$ cat src/shared/ppc_map.svh
// Offsets, field positions and reset values of the parallel port
// configuration bank. Assumes includers use the bare file name.
`ifndef PPC_MAP_SVH
`define PPC_MAP_SVH

// ----------------------------------------------------------------
// Register offsets
// ----------------------------------------------------------------
`define PPC_OFF_ACTIVATE 8'h30
`define PPC_OFF_BASE_HI  8'h60
`define PPC_OFF_BASE_LO  8'h61
`define PPC_OFF_IRQ      8'h70
`define PPC_OFF_DMA      8'h74
`define PPC_OFF_MODE     8'hf0

// ----------------------------------------------------------------
// Reset values
// ----------------------------------------------------------------
`define PPC_RST_ACTIVATE 8'h01
`define PPC_RST_BASE_HI  8'h03
`define PPC_RST_BASE_LO  8'h78
`define PPC_RST_IRQ      8'h07
`define PPC_RST_DMA      8'h04
`define PPC_RST_MODE     8'h3f

// ----------------------------------------------------------------
// Field positions
// ----------------------------------------------------------------
`define PPC_ACT_BIT      0
`define PPC_IRQ_MSB      3
`define PPC_DMA_MSB      2
`define PPC_DMA_OFF_BIT  2
`define PPC_MODE_MSB     2
`define PPC_FIFO_LSB     3
`define PPC_FIFO_MSB     6

// ----------------------------------------------------------------
// Base address window and mode field codes
// ----------------------------------------------------------------
`define PPC_BASE_MIN     16'h0100
`define PPC_BASE_MAX4    16'h0ffc
`define PPC_BASE_MAX8    16'h0ff8
`define PPC_MC_SPP       3'h0
`define PPC_MC_EPP19     3'h1
`define PPC_MC_ECP       3'h2
`define PPC_MC_ECP_EPP19 3'h3
`define PPC_MC_PRINTER   3'h4
`define PPC_MC_EPP17     3'h5
`define PPC_MC_RSVD      3'h6
`define PPC_MC_ECP_EPP17 3'h7

`endif

$ cat src/shared/ppc_pkg.sv
// Types of the parallel port configuration bank.
// Assumes nothing beyond a SystemVerilog compiler.
package ppc_pkg;

	// ------------------------------------------------------------
	// Decoded operating mode, one-hot
	// ------------------------------------------------------------
	typedef enum logic [8:0] {
		PPC_MD_SPP       = 9'h001,
		PPC_MD_EPP19     = 9'h002,
		PPC_MD_ECP       = 9'h004,
		PPC_MD_ECP_EPP19 = 9'h008,
		PPC_MD_PRINTER   = 9'h010,
		PPC_MD_EPP17     = 9'h020,
		PPC_MD_RSVD      = 9'h040,
		PPC_MD_ECP_EPP17 = 9'h080,
		PPC_MD_EXTERN    = 9'h100
	} ppc_mode_t;

	// ------------------------------------------------------------
	// Whole state of the bank
	// ------------------------------------------------------------
	typedef struct packed {
		logic       act;
		logic [7:0] base_hi;
		logic [7:0] base_lo;
		logic [3:0] irq;
		logic [2:0] dma;
		logic [3:0] fifo;
		logic [2:0] mode;
		logic [7:0] rdata;
		logic       four_ok;
		logic       eight_ok;
		ppc_mode_t  mode_dec;
	} ppc_state_t;

endpackage

$ cat src/ppc_base_check.sv
// Classifies the port base address by alignment and window.
// Assumes a stable registered base on its input.
`timescale 1ns/1ps
`default_nettype none
`include "ppc_map.svh"

module ppc_base_check (
	input  wire logic [15:0] base_i,
	output logic             four_ok_o,
	output logic             eight_ok_o
);

	// ------------------------------------------------------------
	// Window checks
	// ------------------------------------------------------------
	// Four-byte window allows every mode but the enhanced protocol
	assign four_ok_o  = (base_i[1:0] == 2'h0) &&
	                    (base_i >= `PPC_BASE_MIN) &&
	                    (base_i <= `PPC_BASE_MAX4);
	// Eight-byte window allows all modes
	assign eight_ok_o = (base_i[2:0] == 3'h0) &&
	                    (base_i >= `PPC_BASE_MIN) &&
	                    (base_i <= `PPC_BASE_MAX8);

endmodule
`default_nettype wire

$ cat src/ppc_mode_decode.sv
// Decodes the three-bit port mode field into a one-hot mode.
// Assumes the override and alignment inputs come from flip-flops.
`timescale 1ns/1ps
`default_nettype none
`include "ppc_map.svh"

module ppc_mode_decode (
	input  wire logic [2:0]        field_i,
	input  wire logic              override_i,
	input  wire logic              eight_ok_i,
	output var ppc_pkg::ppc_mode_t mode_o
);

	// ------------------------------------------------------------
	// Field decode
	// ------------------------------------------------------------
	// Enhanced protocol drops out without eight-byte alignment
	always_comb begin
		mode_o = ppc_pkg::PPC_MD_SPP;
		if (override_i) begin
			mode_o = ppc_pkg::PPC_MD_EXTERN;
		end else begin
			case (field_i)
				`PPC_MC_SPP:       mode_o = ppc_pkg::PPC_MD_SPP;
				`PPC_MC_EPP19:     mode_o = eight_ok_i ? ppc_pkg::PPC_MD_EPP19
				                                       : ppc_pkg::PPC_MD_SPP;
				`PPC_MC_ECP:       mode_o = ppc_pkg::PPC_MD_ECP;
				`PPC_MC_ECP_EPP19: mode_o = eight_ok_i ? ppc_pkg::PPC_MD_ECP_EPP19
				                                       : ppc_pkg::PPC_MD_ECP;
				`PPC_MC_PRINTER:   mode_o = ppc_pkg::PPC_MD_PRINTER;
				`PPC_MC_EPP17:     mode_o = eight_ok_i ? ppc_pkg::PPC_MD_EPP17
				                                       : ppc_pkg::PPC_MD_SPP;
				`PPC_MC_RSVD:      mode_o = ppc_pkg::PPC_MD_RSVD;
				`PPC_MC_ECP_EPP17: mode_o = eight_ok_i ? ppc_pkg::PPC_MD_ECP_EPP17
				                                       : ppc_pkg::PPC_MD_ECP;
				default:           mode_o = ppc_pkg::PPC_MD_SPP;
			endcase
		end
	end

endmodule
`default_nettype wire

$ cat src/ppc_bank.sv
// Configuration register bank of the printer port unit.
// Assumes a single clock, synchronous inputs and a plain
// address/strobe register port that never waits.
//
// Contract
// - Bit 0 of the activation register turns the port on when 1 and off when 0.
// - Two byte registers form the base; a four-byte aligned base denies the enhanced protocol.
// - An eight-byte aligned base in its window allows every mode, enhanced protocol included.
// - The low four bits of the interrupt select pick the host interrupt line.
// - DMA field codes 0 to 3 pick channels 0 to 3 and a set top bit turns requests off.
// - The mode field governs only while the global mode override is 0.
// - Mode codes 0, 1, 5, 4 and 6 are standard, 1.9 plus standard, 1.7 plus standard, printer, reserved.
// - Mode codes 2, 3 and 7 are extended alone, with enhanced 1.9, and with enhanced 1.7.
//
// Implementation choice: the plain strobed port.
`timescale 1ns/1ps
`default_nettype none
`include "ppc_map.svh"

module ppc_bank #(
	parameter int ADDR_W = 8,
	parameter int DATA_W = 8
) (
	input  wire logic              clk_i,
	input  wire logic              rst_n_i,
	input  wire logic [ADDR_W-1:0] addr_i,
	input  wire logic [DATA_W-1:0] wdata_i,
	input  wire logic              wr_i,
	input  wire logic              rd_i,
	input  wire logic              global_port_mode_override_i,
	output logic      [DATA_W-1:0] rdata_o,
	output logic                   dev_active_o,
	output logic      [15:0]       base_addr_o,
	output logic                   base_valid_o,
	output logic                   epp_allowed_o,
	output logic      [3:0]        irq_sel_o,
	output logic                   dma_req_en_o,
	output logic      [1:0]        dma_chan_o,
	output logic      [3:0]        fifo_thresh_o,
	output var ppc_pkg::ppc_mode_t mode_o,
	output logic                   mode_from_field_o,
	output logic                   epp_active_o,
	output logic                   ecp_active_o
);

	// ------------------------------------------------------------
	// Elaboration check
	// ------------------------------------------------------------
	// Register map and fields are byte wide by construction
	generate
		if (ADDR_W != 8 || DATA_W != 8) begin : g_bad_width
			$error("ppc_bank supports only 8-bit address and data");
		end
	endgenerate

	// ------------------------------------------------------------
	// State
	// ------------------------------------------------------------
	ppc_pkg::ppc_state_t st_r;
	ppc_pkg::ppc_state_t st_nxt;
	logic                four_ok;
	logic                eight_ok;
	ppc_pkg::ppc_mode_t  mode_dec;

	// Select lines for each register, shared by write and read
	localparam int N_REG = 6;
	localparam int S_ACT = 0;
	localparam int S_BHI = 1;
	localparam int S_BLO = 2;
	localparam int S_IRQ = 3;
	localparam int S_DMA = 4;
	localparam int S_MOD = 5;

	// ------------------------------------------------------------
	// Address decode
	// ------------------------------------------------------------
	// One-hot select; all zero for an unmapped offset
	function automatic logic [N_REG-1:0] reg_sel(input logic [7:0] a);
		logic [N_REG-1:0] s;
		s = '0;
		case (a)
			`PPC_OFF_ACTIVATE: s[S_ACT] = 1'b1;
			`PPC_OFF_BASE_HI:  s[S_BHI] = 1'b1;
			`PPC_OFF_BASE_LO:  s[S_BLO] = 1'b1;
			`PPC_OFF_IRQ:      s[S_IRQ] = 1'b1;
			`PPC_OFF_DMA:      s[S_DMA] = 1'b1;
			`PPC_OFF_MODE:     s[S_MOD] = 1'b1;
			default:           s = '0;
		endcase
		return s;
	endfunction

	logic [N_REG-1:0] sel;
	assign sel = reg_sel(addr_i);

	// ------------------------------------------------------------
	// Readback image
	// ------------------------------------------------------------
	// Reserved bits are not stored, so they read zero
	logic [7:0] rd_val;
	always_comb begin
		rd_val = 8'h00;
		case (1'b1)
			sel[S_ACT]: rd_val = {7'h00, st_r.act};
			sel[S_BHI]: rd_val = st_r.base_hi;
			sel[S_BLO]: rd_val = st_r.base_lo;
			sel[S_IRQ]: rd_val = {4'h0, st_r.irq};
			sel[S_DMA]: rd_val = {5'h00, st_r.dma};
			sel[S_MOD]: rd_val = {1'b0, st_r.fifo, st_r.mode};
			default:    rd_val = 8'h00;
		endcase
	end

	// ------------------------------------------------------------
	// Derived checks on the held settings
	// ------------------------------------------------------------
	// Fed from flip-flops to keep the decode out of the write path
	ppc_base_check u_base (
		.base_i     ({st_r.base_hi, st_r.base_lo}),
		.four_ok_o  (four_ok),
		.eight_ok_o (eight_ok)
	);

	ppc_mode_decode u_mode (
		.field_i    (st_r.mode),
		.override_i (global_port_mode_override_i),
		.eight_ok_i (eight_ok),
		.mode_o     (mode_dec)
	);

	// ------------------------------------------------------------
	// Next state
	// ------------------------------------------------------------
	// Writes keep only defined bits; reads present data one cycle
	always_comb begin
		st_nxt       = st_r;
		st_nxt.rdata = 8'h00;
		if (wr_i) begin
			if (sel[S_ACT]) begin
				st_nxt.act = wdata_i[`PPC_ACT_BIT];
			end
			if (sel[S_BHI]) begin
				st_nxt.base_hi = wdata_i;
			end
			if (sel[S_BLO]) begin
				st_nxt.base_lo = wdata_i;
			end
			if (sel[S_IRQ]) begin
				st_nxt.irq = wdata_i[`PPC_IRQ_MSB:0];
			end
			if (sel[S_DMA]) begin
				st_nxt.dma = wdata_i[`PPC_DMA_MSB:0];
			end
			if (sel[S_MOD]) begin
				st_nxt.mode = wdata_i[`PPC_MODE_MSB:0];
				st_nxt.fifo = wdata_i[`PPC_FIFO_MSB:`PPC_FIFO_LSB];
			end
		end
		if (rd_i) begin
			st_nxt.rdata = rd_val;
		end
		st_nxt.four_ok  = four_ok;
		st_nxt.eight_ok = eight_ok;
		st_nxt.mode_dec = mode_dec;
	end

	// ------------------------------------------------------------
	// State register
	// ------------------------------------------------------------
	// Reset values match the documented defaults
	always_ff @(posedge clk_i or negedge rst_n_i) begin
		if (!rst_n_i) begin
			st_r.act      <= 1'(`PPC_RST_ACTIVATE);
			st_r.base_hi  <= `PPC_RST_BASE_HI;
			st_r.base_lo  <= `PPC_RST_BASE_LO;
			st_r.irq      <= 4'(`PPC_RST_IRQ);
			st_r.dma      <= 3'(`PPC_RST_DMA);
			st_r.fifo     <= 4'(`PPC_RST_MODE >> `PPC_FIFO_LSB);
			st_r.mode     <= 3'(`PPC_RST_MODE);
			st_r.rdata    <= 8'h00;
			st_r.four_ok  <= 1'b0;
			st_r.eight_ok <= 1'b0;
			st_r.mode_dec <= ppc_pkg::PPC_MD_SPP;
		end else begin
			st_r <= st_nxt;
		end
	end

	// ------------------------------------------------------------
	// Outputs
	// ------------------------------------------------------------
	assign rdata_o           = st_r.rdata;
	assign dev_active_o      = st_r.act;
	assign base_addr_o       = {st_r.base_hi, st_r.base_lo};
	assign base_valid_o      = st_r.four_ok;
	assign epp_allowed_o     = st_r.eight_ok;
	assign irq_sel_o         = st_r.irq;
	assign dma_req_en_o      = ~st_r.dma[`PPC_DMA_OFF_BIT];
	assign dma_chan_o        = st_r.dma[1:0];
	assign fifo_thresh_o     = st_r.fifo;
	assign mode_o            = st_r.mode_dec;
	assign mode_from_field_o = (st_r.mode_dec != ppc_pkg::PPC_MD_EXTERN);

	// Enhanced and extended flags, for the port datapath
	assign epp_active_o = (st_r.mode_dec == ppc_pkg::PPC_MD_EPP19) ||
	                      (st_r.mode_dec == ppc_pkg::PPC_MD_EPP17) ||
	                      (st_r.mode_dec == ppc_pkg::PPC_MD_ECP_EPP19) ||
	                      (st_r.mode_dec == ppc_pkg::PPC_MD_ECP_EPP17);
	assign ecp_active_o = (st_r.mode_dec == ppc_pkg::PPC_MD_ECP) ||
	                      (st_r.mode_dec == ppc_pkg::PPC_MD_ECP_EPP19) ||
	                      (st_r.mode_dec == ppc_pkg::PPC_MD_ECP_EPP17);
endmodule
`default_nettype wire

$ cat config.mk
export PLATFORM = sky130hd
export DESIGN_NAME = ppc_bank
export DESIGN_NICKNAME = d
export VERILOG_FILES = /design/src/shared/ppc_pkg.sv /design/src/ppc_base_check.sv /design/src/ppc_mode_decode.sv /design/src/ppc_bank.sv
export VERILOG_INCLUDE_DIRS = /design/src /design/src/shared
export SDC_FILE = /design/constraint.sdc
export NUM_CORES = 1
export LEC_CHECK = 0
export BUFFER_PORTS_ARGS = -buffer_cell sky130_fd_sc_hd__buf_2
export CELL_PAD_IN_SITES_DETAIL_PLACEMENT = 1
export CELL_PAD_IN_SITES_GLOBAL_PLACEMENT = 2
export CORE_UTILIZATION = 31
export DETAILED_ROUTE_END_ITERATION = 7
export PLACE_DENSITY_LB_ADDON = 0.2
export RECOVER_POWER = 100
export SYNTH_ARGS = -nofsm -noshare
export SYNTH_HDL_FRONTEND = slang
export SYNTH_HIERARCHICAL = 1
export SYNTH_SLANG_ARGS = --single-unit
$ cat constraint.sdc
create_clock -name clk_i -period 1.55 [get_ports clk_i]
set_input_delay 0.2325 -clock clk_i [delete_from_list [all_inputs] [get_ports clk_i]]
set_output_delay 0.2325 -clock clk_i [all_outputs]
set_load 0.01 [all_outputs]
* After elaboration in Yosys (flattened, before gate mapping)
Index checks and enable logic that the tools add are counted.
** Word-level totals
- Bits in registers :: 50
- Bits of input ports :: 21
- Output and inout bits :: 50
- Word-level logic and storage cells :: 71
** Cells by class
- Order comparisons :: 3
- Eq/ne operators :: 19
- Multiplexer cells :: 19
- Bitwise logic cells :: 1
- Reduce and logical (&&, ||, !) cells :: 18
** Operators with widths (count)
- $pmux 9 s8 :: 1
- $mux 8 :: 5
- $eq 8x7->1 const B :: 4
- $le 16x12->1 const B :: 2
- $mux 7 :: 3
- $ge 16x9->1 const B :: 1
- $eq 3x3->1 const B :: 4
- $reduce_and 2->1 :: 6
- $eq 9x2->1 const B :: 1
- $eq 9x3->1 const B :: 1
- $eq 9x4->1 const B :: 1
- $eq 9x6->1 const B :: 1
- $eq 9x8->1 const B :: 1
- $mux 9 :: 1
- $ne 9x9->1 const B :: 1
- $eq 8x6->1 const B :: 1
- $eq 8x8->1 const B :: 1
- $eq 3x2->1 const B :: 2
- $logic_not 3->1 :: 2
- $mux 1 :: 6
- $mux 6 :: 1
- $logic_or 1x1->1 :: 5
- $logic_and 1x1->1 :: 4
- $mux 4 :: 1
- other kinds (4) :: 4

* Depth between registers and ports, before layout
Gate-level depths: netlist of run 1.
- Depth after elaboration :: 9
- Depth in mapped cells :: 6
- Depth with buffers taken out :: 4

* Hierarchy
The synthesis of run 1 kept the hierarchy.
** Modules (own cells, without submodules)
- ppc_bank :: instances 1, cells each 213, area each 2600.0 sq um, seq. area each 1273.7 sq um
- ppc_mode_decode :: instances 1, cells each 13, area each 87.6 sq um, seq. area each 0.0 sq um
- ppc_base_check :: instances 1, cells each 5, area each 48.8 sq um, seq. area each 0.0 sq um

* Worst setup path before layout of run 1
OpenSTA, ideal clock, no wires.
- Kind :: reg-to-reg
- From :: reg st_r, in the netlist base_addr_o[12]
- To :: reg st_r, in the netlist mode_o[3]
- Setup time :: 0.088 ns
- Arrival time :: 1.536 ns
- Required time :: 1.462 ns
- Slack :: -0.074 ns
- Stages on the path, launching flop included :: 5
- Path buffers :: 0
- Clock period less this slack :: 1.624 ns
- Path through :: dfrtp_1 -> or4_4 -> nor4b_2 -> nand3b_1 -> nor3b_1
** Between the ends
- Cells in the longest elaborated chain, start to end :: 6
- Elaborated cells between the ends (all ways) :: 7
- Classes of those cells :: 2 x order compare; 3 x mux; 2 x reduce/logical
** RTL lines
- start, declared :: RTL line ppc_bank.sv:59 : ppc_pkg::ppc_state_t st_r;
- start signal, assigned :: RTL line ppc_bank.sv:185 : st_r <= st_nxt;
- $ge 16x9->1 (no source line)
- $logic_and 1x1->1 :: RTL line ppc_base_check.sv:21 : assign eight_ok_o = (base_i[2:0] == 3'h0) &&
- $logic_and 1x1->1 * :: RTL line ppc_base_check.sv:21
- net eight_ok :: RTL line ppc_bank.sv:62 : logic eight_ok;
- $mux 4 * :: RTL line ppc_mode_decode.sv:28 : `PPC_MC_ECP_EPP19: mode_o = eight_ok_i ? ppc_pkg::PPC_MD_ECP_EPP19
- $pmux 9 s8 * :: RTL line ppc_mode_decode.sv:23 : case (field_i)
- $mux 9 * :: RTL line ppc_mode_decode.sv:20 : if (override_i) begin
- net mode_dec[3] :: RTL line ppc_bank.sv:63 : ppc_pkg::ppc_mode_t mode_dec;
The timed path passes the listed nets; every way through them passes the cells marked *. The select of a mux whose other input is x is not followed.
A chain may end at the register's enable or synchronous reset.

* Worst setup path in the final report of run 1
- From :: reg st_r, in the netlist mode_o[0]
- To :: out ecp_active_o
** Between the ends
- Cells in the longest elaborated chain, start to end :: 3
- Elaborated cells between the ends (all ways) :: 5
- Classes of those cells :: 3 x eq/ne; 2 x reduce/logical
** RTL lines
- $eq 9x3->1 / $eq 9x4->1 (equally long branches) :: RTL line ppc_bank.sv:209, ppc_bank.sv:210
- $logic_or 1x1->1 :: RTL line ppc_bank.sv:209 : assign ecp_active_o = (st_r.mode_dec == ppc_pkg::PPC_MD_ECP) ||
- $logic_or 1x1->1 * :: RTL line ppc_bank.sv:210 : (st_r.mode_dec == ppc_pkg::PPC_MD_ECP_EPP19) ||
- end, declared :: RTL line ppc_bank.sv:43 : output logic ecp_active_o
Mark *: on every way between the ends. The rest lies on a longest branch, timed or not.

==> results of run 1 <==
logic make-up (layout without fill, tap and decap cells):
| group | after synthesis | after routing | share of synthesized area [%] |
|---|---|---|---|
| simple gates | 61 | 61 | 15.2 |
| buf+inv | 54 | 119 | 14.0 |
| flops | 50 | 50 | 46.5 |
| mux | 35 | 35 | 15.4 |
| compound gates | 29 | 29 | 8.23 |
| xor+xnor | 2 | 2 | 0.640 |
synthesized netlist by cell type (2+ instances only):
cell,instances,share of area [%]
a211oi_1,3,0.82
a21oi_1,2,0.37
and2_1,2,0.46
buf_2,3,0.55
buf_4,47,13
dfrtp_1,32,29
dfstp_2,18,17
inv_1,3,0.41
mux2_2,25,10
mux2_4,8,4.4
mux2i_1,2,0.73
nand2_1,5,0.69
nand2b_1,2,0.46
nand3_1,7,1.3
nand3b_1,2,0.55
nor2_1,10,1.4
nor2_4,2,0.82
nor2b_1,3,0.69
nor3_1,7,1.3
nor3b_1,3,0.82
nor3b_2,2,0.91
nor4b_1,3,0.96
o211a_1,2,0.73
o21ai_0,8,1.5
o2bb2ai_1,3,0.96
o311a_1,4,1.5
o311ai_0,2,0.64
xor2_1,2,0.64
registers in the layout, summed over array words and instances (netlist names):
name / flops
irq_sel_o: 4
dma_chan_o: 2
base_valid_o: 1
rdata_o: 8
dev_active_o: 1
fifo_thresh_o: 4
st_r: 4
base_addr_o: 16
epp_allowed_o: 1
mode_o: 9
layer usage:
metal	GRT usage (%)	up-vias	wire, um
li1	-	920	-
met1	22.1	982	3280
met2	27.6	41	3290
met3	3.00	5	259
met4	4.48	0	69
met5	0	-	0
worst register-to-register path, delay by kind of cell, from the launching register on:
family           cells  cell delay [ns]
flip-flops           1             0.39
AND/OR/NAND/NOR      4             1.24
report_power, final:
group,internal [uW],switching (uW)
Clock,482,435
Combinational,179,203
Sequential,1370,47.9
layout by cell type (no fill, tap or decap), types with 5 or more instances in the layout:
| master | Yosys | routed |
|---|---|---|
| o21ai_0 | 8 | 5 |
| buf_4 | 47 | 24 |
| clkbuf_1 | 1 | 39 |
| dfrtp_1 | 32 | 32 |
| nor2_1 | 10 | 11 |
| buf_2 | 3 | 39 |
| dfstp_2 | 18 | 6 |
| nand3_1 | 7 | 7 |
| dfstp_1 | 0 | 12 |
| nor3b_2 | 2 | 5 |
| mux2_2 | 25 | 25 |
| mux2_1 | 0 | 5 |
| clkbuf_8 | 0 | 5 |
| nand2_1 | 5 | 5 |
final cells by class:
class | count | share of cell area, %
repair buffers | 108 | 18.2
well taps | 105 | 4.10
flip-flops and latches | 50 | 39.8
clock buffers | 6 | 2.26
clock inverters | 2 | 1.17
multi-input cells | 127 | 34.1
inverters | 3 | 0.351
through the flow:
| step | hold slack, ns | instances | util (%) | TNS (ns) | total power, uW |
|---|---|---|---|---|---|
| after floorplan | -0.0631 | 231 | - | -0.0438 | 1670 |
| after global placement | 0.243 | 387 | 37.2 | -1.72 | 1830 |
| after detailed placement | 0.247 | 387 | 37.2 | -2.02 | 1840 |
| after CTS | 0.101 | 401 | 39.6 | -1.14 | 2790 |
| after global routing | 0.161 | 401 | 38.2 | -1.91 | 2850 |
| final | 0.159 | 401 | 38.2 | -1.09 | 2720 |
repair_timing:
item,in CTS,in global routing
resized for setup,11,2
endpoints found under the hold margin,32,0
hold buffers,1,0
endpoints found under the setup margin,9,9
buffers inserted,5,0
pin swaps,4,3
final timing paths:
path,from,to,slack (ns),depth (start not counted)
max,mode_o[0]$_DFF_PN1_,ecp_active_o,-0.19,4
min,global_port_mode_override_i,mode_o[8]$_DFF_PN0_,0.16,1
max reg2reg,base_addr_o[12]$_DFFE_PN0P_,mode_o[3]$_DFF_PN0_,-0.16,4
min reg2reg,base_addr_o[7]$_DFFE_PN0P_,base_addr_o[7]$_DFFE_PN0P_,0.54,1
max in group asynchronous,rst_n_i,mode_o[6]$_DFF_PN0_,0.46,3
min in group asynchronous,rst_n_i,irq_sel_o[3]$_DFFE_PN0P_,0.63,3
==> qor.yml, run 1 <==
timing:
  skew_ns: 0.00814
  finalSetupViolations: 9
  hold_viol: 0
  slew_headroom_pct: 52.0
  worstMarginPinSlew_ns: 0.720
  period_share_pct: 112
  layout_min_cycle_time_ns: 1.74
  max_freq_ghz: 0.574
  drv_slew: 0
  rsz0062_at_grt: "yes"
  setup_slack_ns: -0.192
routing:
  drt.antenna.violating_nets: 0
  drtIter0Drc: 44
  wirelength_um: 6890
  dr.pass1.iters: 4
  wl_per_cell_um: 17.2
  drc: 0
  vias_per_cell: 4.86
  via_count: 1948
synthesis:
  syn_area_mm2: 0.00274
  synthArstFlopShare_pct: 100
  syn-instance-count: 231
  yosysSeqAreaShare_pct: 46.5
  syn_area_per_cell_um2: 11.8
  ys_types: 47
  synth_edf_count: 0
  ys_seq_elements: 50
  synth_warnings: 6
  synthFlopType: "dfrtp_1"
  synth_nets: 252
clocking:
  cts_tree: "yes"
  cts_max_level: 2
  cts_inserted_buffers: 5
  clock_latency_ns: 0.31
  root_buffer: "clkbuf_8"
  cts_buffer_depth: 2
  path_clk_slew_ns: 0.09
  cts_sinks: 50
floorplanning:
  num_rows: 33
  core_area_mm2: 0.00838
  die_y_um: 96.0
  initial_utilization_pct: 32.6
  die-area_mm2: 0.00921
  ios: 71
  die_x_um: 96.0
job:
  cap_viol_max_count: 0
global_routing:
  grt_pass1_wl_um: 11300
  grt_pass1_vias: 2071
  grt.total_usage_pct: 16.6
  grt_overflow: 0
  grt_max_degree: 51
  antenna_found_initial: 0
min_path:
  hp-class: "in2reg"
worst_setup_path:
  cp-start-kind: "flip-flop"
  required_ns: 1.32
  worstPathCellList: "or3_4 -> nor3_4 -> nor3b_2 -> buf_2"
  slowest_delay_ns: 0.40
  worstSetupEndpointType: "output port"
  critPathKind: "reg2out"
  timing.critical_path.buf_inv: 1
  critPathSlowestCell: "or3_4"
  crit_fanout: 2
  path_delay_family: "simple AND/OR/NAND/NOR gates"
  worst_ep_arrival_time_ns: 1.51
place:
  io_buffers: 70
  gp_congestion: 0.850
  placed_area_mm2: 0.00312
  place_ws_ns: -0.214
  dp_hpwl_um: 5060
finish:
  finish.net_count: 316
  multiInputGateArea_mm2: 0.00109
  synthToLayoutAreaGrowth_pct: 17.1
  antennaDiodeCount: 0
  regArea_mm2: 0.00127
  n_fill_cell: 977
  drive_gt1_share_pct: 43.6
  final_cell_area_mm2: 0.00320
pwr:
  power_leakage_uw: 0.00147
  vdd_drop_max_uv: 377
  p_per_area_mw_per_mm2: 848
status:
  outcome: "finished, violations left"
  violations: "negative setup slack"
Note: power is estimated with default switching activity, not from simulation.
==> inputs of run 2 (changes only) <==
--- a/config.mk
+++ b/config.mk
@@ -6,10 +6,11 @@
 export SDC_FILE = /design/constraint.sdc
 export NUM_CORES = 1
 export LEC_CHECK = 0
+export ABC_AREA = 1
 export BUFFER_PORTS_ARGS = -buffer_cell sky130_fd_sc_hd__buf_2
 export CELL_PAD_IN_SITES_DETAIL_PLACEMENT = 1
 export CELL_PAD_IN_SITES_GLOBAL_PLACEMENT = 2
-export CORE_UTILIZATION = 31
+export CORE_UTILIZATION = 28
 export DETAILED_ROUTE_END_ITERATION = 7
 export PLACE_DENSITY_LB_ADDON = 0.2
 export RECOVER_POWER = 100
==> run 2 against run 1 <==
Against the previous run: the flow still finishes with violations (negative setup slack); global-route usage shrank 2.2 points; hold slack lost 0.033 ns; total power shrank 3.3%; sequential power is essentially flat; fmax grew 6.4%; sequential share of layout area grew 2.0 points; core utilization shrank 6.8 points; wire length shrank 0.74%; sequential cell count is the same; synthesized cell count grew 42%; count of clock-buffer cells in the layout is the same; highest routed layer unchanged.
==> qor.yml, run 2 <==
floorplanning:
  die_x_um: 102  # +6.3%
  core_area_mm2: 0.00973  # +16%
  ios: 71  # unchanged
  initial_utilization_pct: 28.8  # -3.9 points
  die-area_mm2: 0.0104  # +13%
  die_y_um: 102  # +6.3%
  num_rows: 36  # +9.1%
timing:
  max_freq_ghz: 0.611  # +6.4%
  worst_hold_slack_ns: 0.126  # -0.0330 ns
  skew_ns: 0.00953  # +0.00139 ns
  finalSetupViolations: 2  # -7
  hold_viol: 0  # unchanged
  slew_headroom_pct: 54.2  # +2.2 points
  layout_min_cycle_time_ns: 1.64  # -0.105 ns
  setup_slack_ns: -0.0861  # +0.105 ns
  rsz0062_at_grt: "yes"
  period_share_pct: 106  # -6.8 points
  drv_slew: 0  # unchanged
  worstMarginPinSlew_ns: 0.687  # -0.0332 ns
global_routing:
  grt_max_degree: 51  # unchanged
  grt.total_usage_pct: 14.3  # -2.2 points
  grt_overflow: 0  # unchanged
  grt_pass1_vias: 2199  # +6.2%
  antenna_found_initial: 0  # unchanged
  grt_pass1_wl_um: 11300  # +0.37%
place:
  dp_cells: 488  # +26%
  io_buffers: 70  # unchanged
  gp_congestion: 0.763  # -10%
  dp_hpwl_um: 5310  # +4.9%
clocking:
  cts_inserted_buffers: 5  # unchanged
  cts_sinks: 50  # unchanged
  cts_tree: "yes"
  clock_latency_ns: 0.31  # about the same
  path_clk_slew_ns: 0.10  # about the same
  cts_max_level: 2  # unchanged
  cts_buffer_depth: 2  # unchanged
  root_buffer: "clkbuf_8"
pwr:
  p_total_uw: 2630  # -3.3%
  seqPwrFrac_pct: 55.3  # +3.1 points
  switching_share_pct: 27.9  # +2.6 points
  intPower_uw: 1890  # -6.7%
  p_clk_share_pct: 31.5  # -2.3 points
  vdd_drop_max_uv: 350  # -7.2%
  pwr-share-comb_pct: 13.2  # -0.9 points
  power_switching_uw: 733  # +6.7%
  p_per_area_mw_per_mm2: 859  # +1.3%
  power_leakage_uw: 0.00151  # +2.5%
synthesis:
  synthArstFlopShare_pct: 100  # unchanged
  synth_edf_count: 0  # unchanged
  synth_top_area_cell: "dfrtp_1"
  synth_warnings: 6  # unchanged
  synthFlopType: "dfrtp_1"
  synthMostInstantiatedCell: "nand2_1"
  synth_area_leaders: "dfrtp_1 29%, dfstp_2 17%, buf_4 12%"
  ys_seq_elements: 50  # unchanged
  ys_types: 29  # -38%
  yosysSeqAreaShare_pct: 45.5  # -1.1 points
  synth_top_area_share_pct: 28.6  # -0.67 points
  syn_area_mm2: 0.00280  # +2.3%
  synth_nets: 350  # +39%
  syn_area_per_cell_um2: 8.51  # -28%
  syn-instance-count: 329  # +42%
  synth_common_cells: "74 x nand2_1, 44 x buf_4, 32 x dfrtp_1"
finish:
  synthToLayoutAreaGrowth_pct: 9.16
  final_cell_mix: "78 x nand2_1, 41 x buf_2, 33 x nor2_1"
  n_fill_cell: 1258  # +29%
  fin_util_pct: 31.4  # -6.8 points
  finish.net_count: 389  # +23%
  final_cells: 502  # +25%
  drive_gt1_share_pct: 29.8  # -14 points
  layout_commonest_cell: "nand2_1"
  antennaDiodeCount: 0  # unchanged
  largest_reg_flops: 16  # unchanged
routing:
  drtIter0Drc: 43  # -2.3%
  wl_per_cell_um: 13.6  # -21%
  vias_per_cell: 4.22  # -13%
  via_count: 2116  # +8.6%
  dr.pass1.iters: 4  # unchanged
  wirelength_um: 6840  # -0.74%
  drt.antenna.violating_nets: 0  # unchanged
  drc: 0  # unchanged
worst_setup_path:
  critPathKind: "reg2out"
  crit_fanout: 4  # +2
  worstSetupEndpointType: "output port"
  worst_ep_arrival_time_ns: 1.40  # -0.11 ns
  required_ns: 1.32  # about the same
  cp-start-kind: "flip-flop"
min_path:
  hp-class: "in2reg"
job:
  cap_viol_max_count: 0  # unchanged
status:
  violations: "negative setup slack"
  outcome: "finished, violations left"
[run 2: cell types whose count changed after synthesis, moves of 8 or more]
cell,before,now
nand2_1,5,74
inv_1,3,30
mux2_2,25,0
nor2_1,10,30
nand3_1,7,26
o21ai_2,0,16
mux2_4,8,0
o21a_1,0,8
o21ai_1,0,8
[run 2: per-layer routing]
| metal | share of wire (%) | global-route usage [%] | vias to the layer above |
|---|---|---|---|
| li1 | - | - | 1068 |
| met1 | 47 | 19.3 | 1001 |
| met2 | 48 | 23.6 | 41 |
| met3 | 4.2 | 2.87 | 6 |
| met4 | 0.99 | 3.63 | 0 |
| met5 | 0 | 0 | - |
[run 2: path summary, 6_finish.rpt]
| kind | from | slack [ns] | cells after the start | to |
|---|---|---|---|---|
| setup reg to reg | base_addr_o[12]$_DFFE_PN0P_ | 0.05 | 7 | mode_o[3]$_DFF_PN0_ |
| hold / removal | global_port_mode_override_i | 0.13 | 1 | mode_o[8]$_DFF_PN0_ |
| hold reg to reg | dev_active_o$_DFFE_PN1P_ | 0.49 | 2 | dev_active_o$_DFFE_PN1P_ |
| min in group asynchronous | rst_n_i | 0.61 | 3 | mode_o[2]$_DFF_PN0_ |
| setup / recovery | mode_o[7]$_DFF_PN0_ | -0.09 | 4 | epp_active_o |
| max in group asynchronous | rst_n_i | 0.46 | 3 | mode_o[3]$_DFF_PN0_ |
[run 2: final cells by class]
type	count	area [um^2]	area share, %
Tap cell	133	166	5.44
Clock inverter	2	16.3	0.532
Inverter	38	144	4.71
Timing Repair Buffer	80	392	12.8
Multi-Input combinational cell	193	980	32.1
Sequential cell	50	1280	41.8
Clock buffer	6	82.6	2.70
[run 2: cell families (layout without fill, tap and decap cells)]
family	count (synthesis)	count (layout)	synth area share, %
DFF	50	50	45.5
buffers and inverters	86	126	18.7
AOI/OAI and AO/OA	38	38	9.87
and+or+nand+nor	155	155	26.0
[run 2: power groups by stage]
stage,clock network (uW),registers (uW),logic (uW)
after global placement,0,1470,356
after global routing,917,1460,396
after floorplan,0,1460,249
final,828,1450,346
after detailed placement,0,1480,361
after CTS,874,1460,369
[run 2: critical path: stages, from the launching register on]
cell and delay [ns]:
dfrtp_1 0.42, nor4_1 0.32, nand3_1 0.12, o211ai_1 0.09
buf_2 0.15
[run 2: stage by stage]
stage               TNS (ns)  instance area (um^2)  worst slack [ns]
floorplan                  0                  2800             0.261
global placement           0                  2980            0.0946
detailed placement         0                  2980            0.0787
CTS                   -0.253                  3120            -0.122
global route           -1.16                  3060            -0.200
finish                -0.142                  3060           -0.0861
[run 2: timing repair]
item | 4_1_cts | 5_1_grt
pin swaps | 1 | 5
hold buffers | 1 | 0
gates resized for setup | 2 | 10
endpoints found under the hold margin | 32 | 0
setup buffers | 1 | 4
setup endpoints to repair | 3 | 5
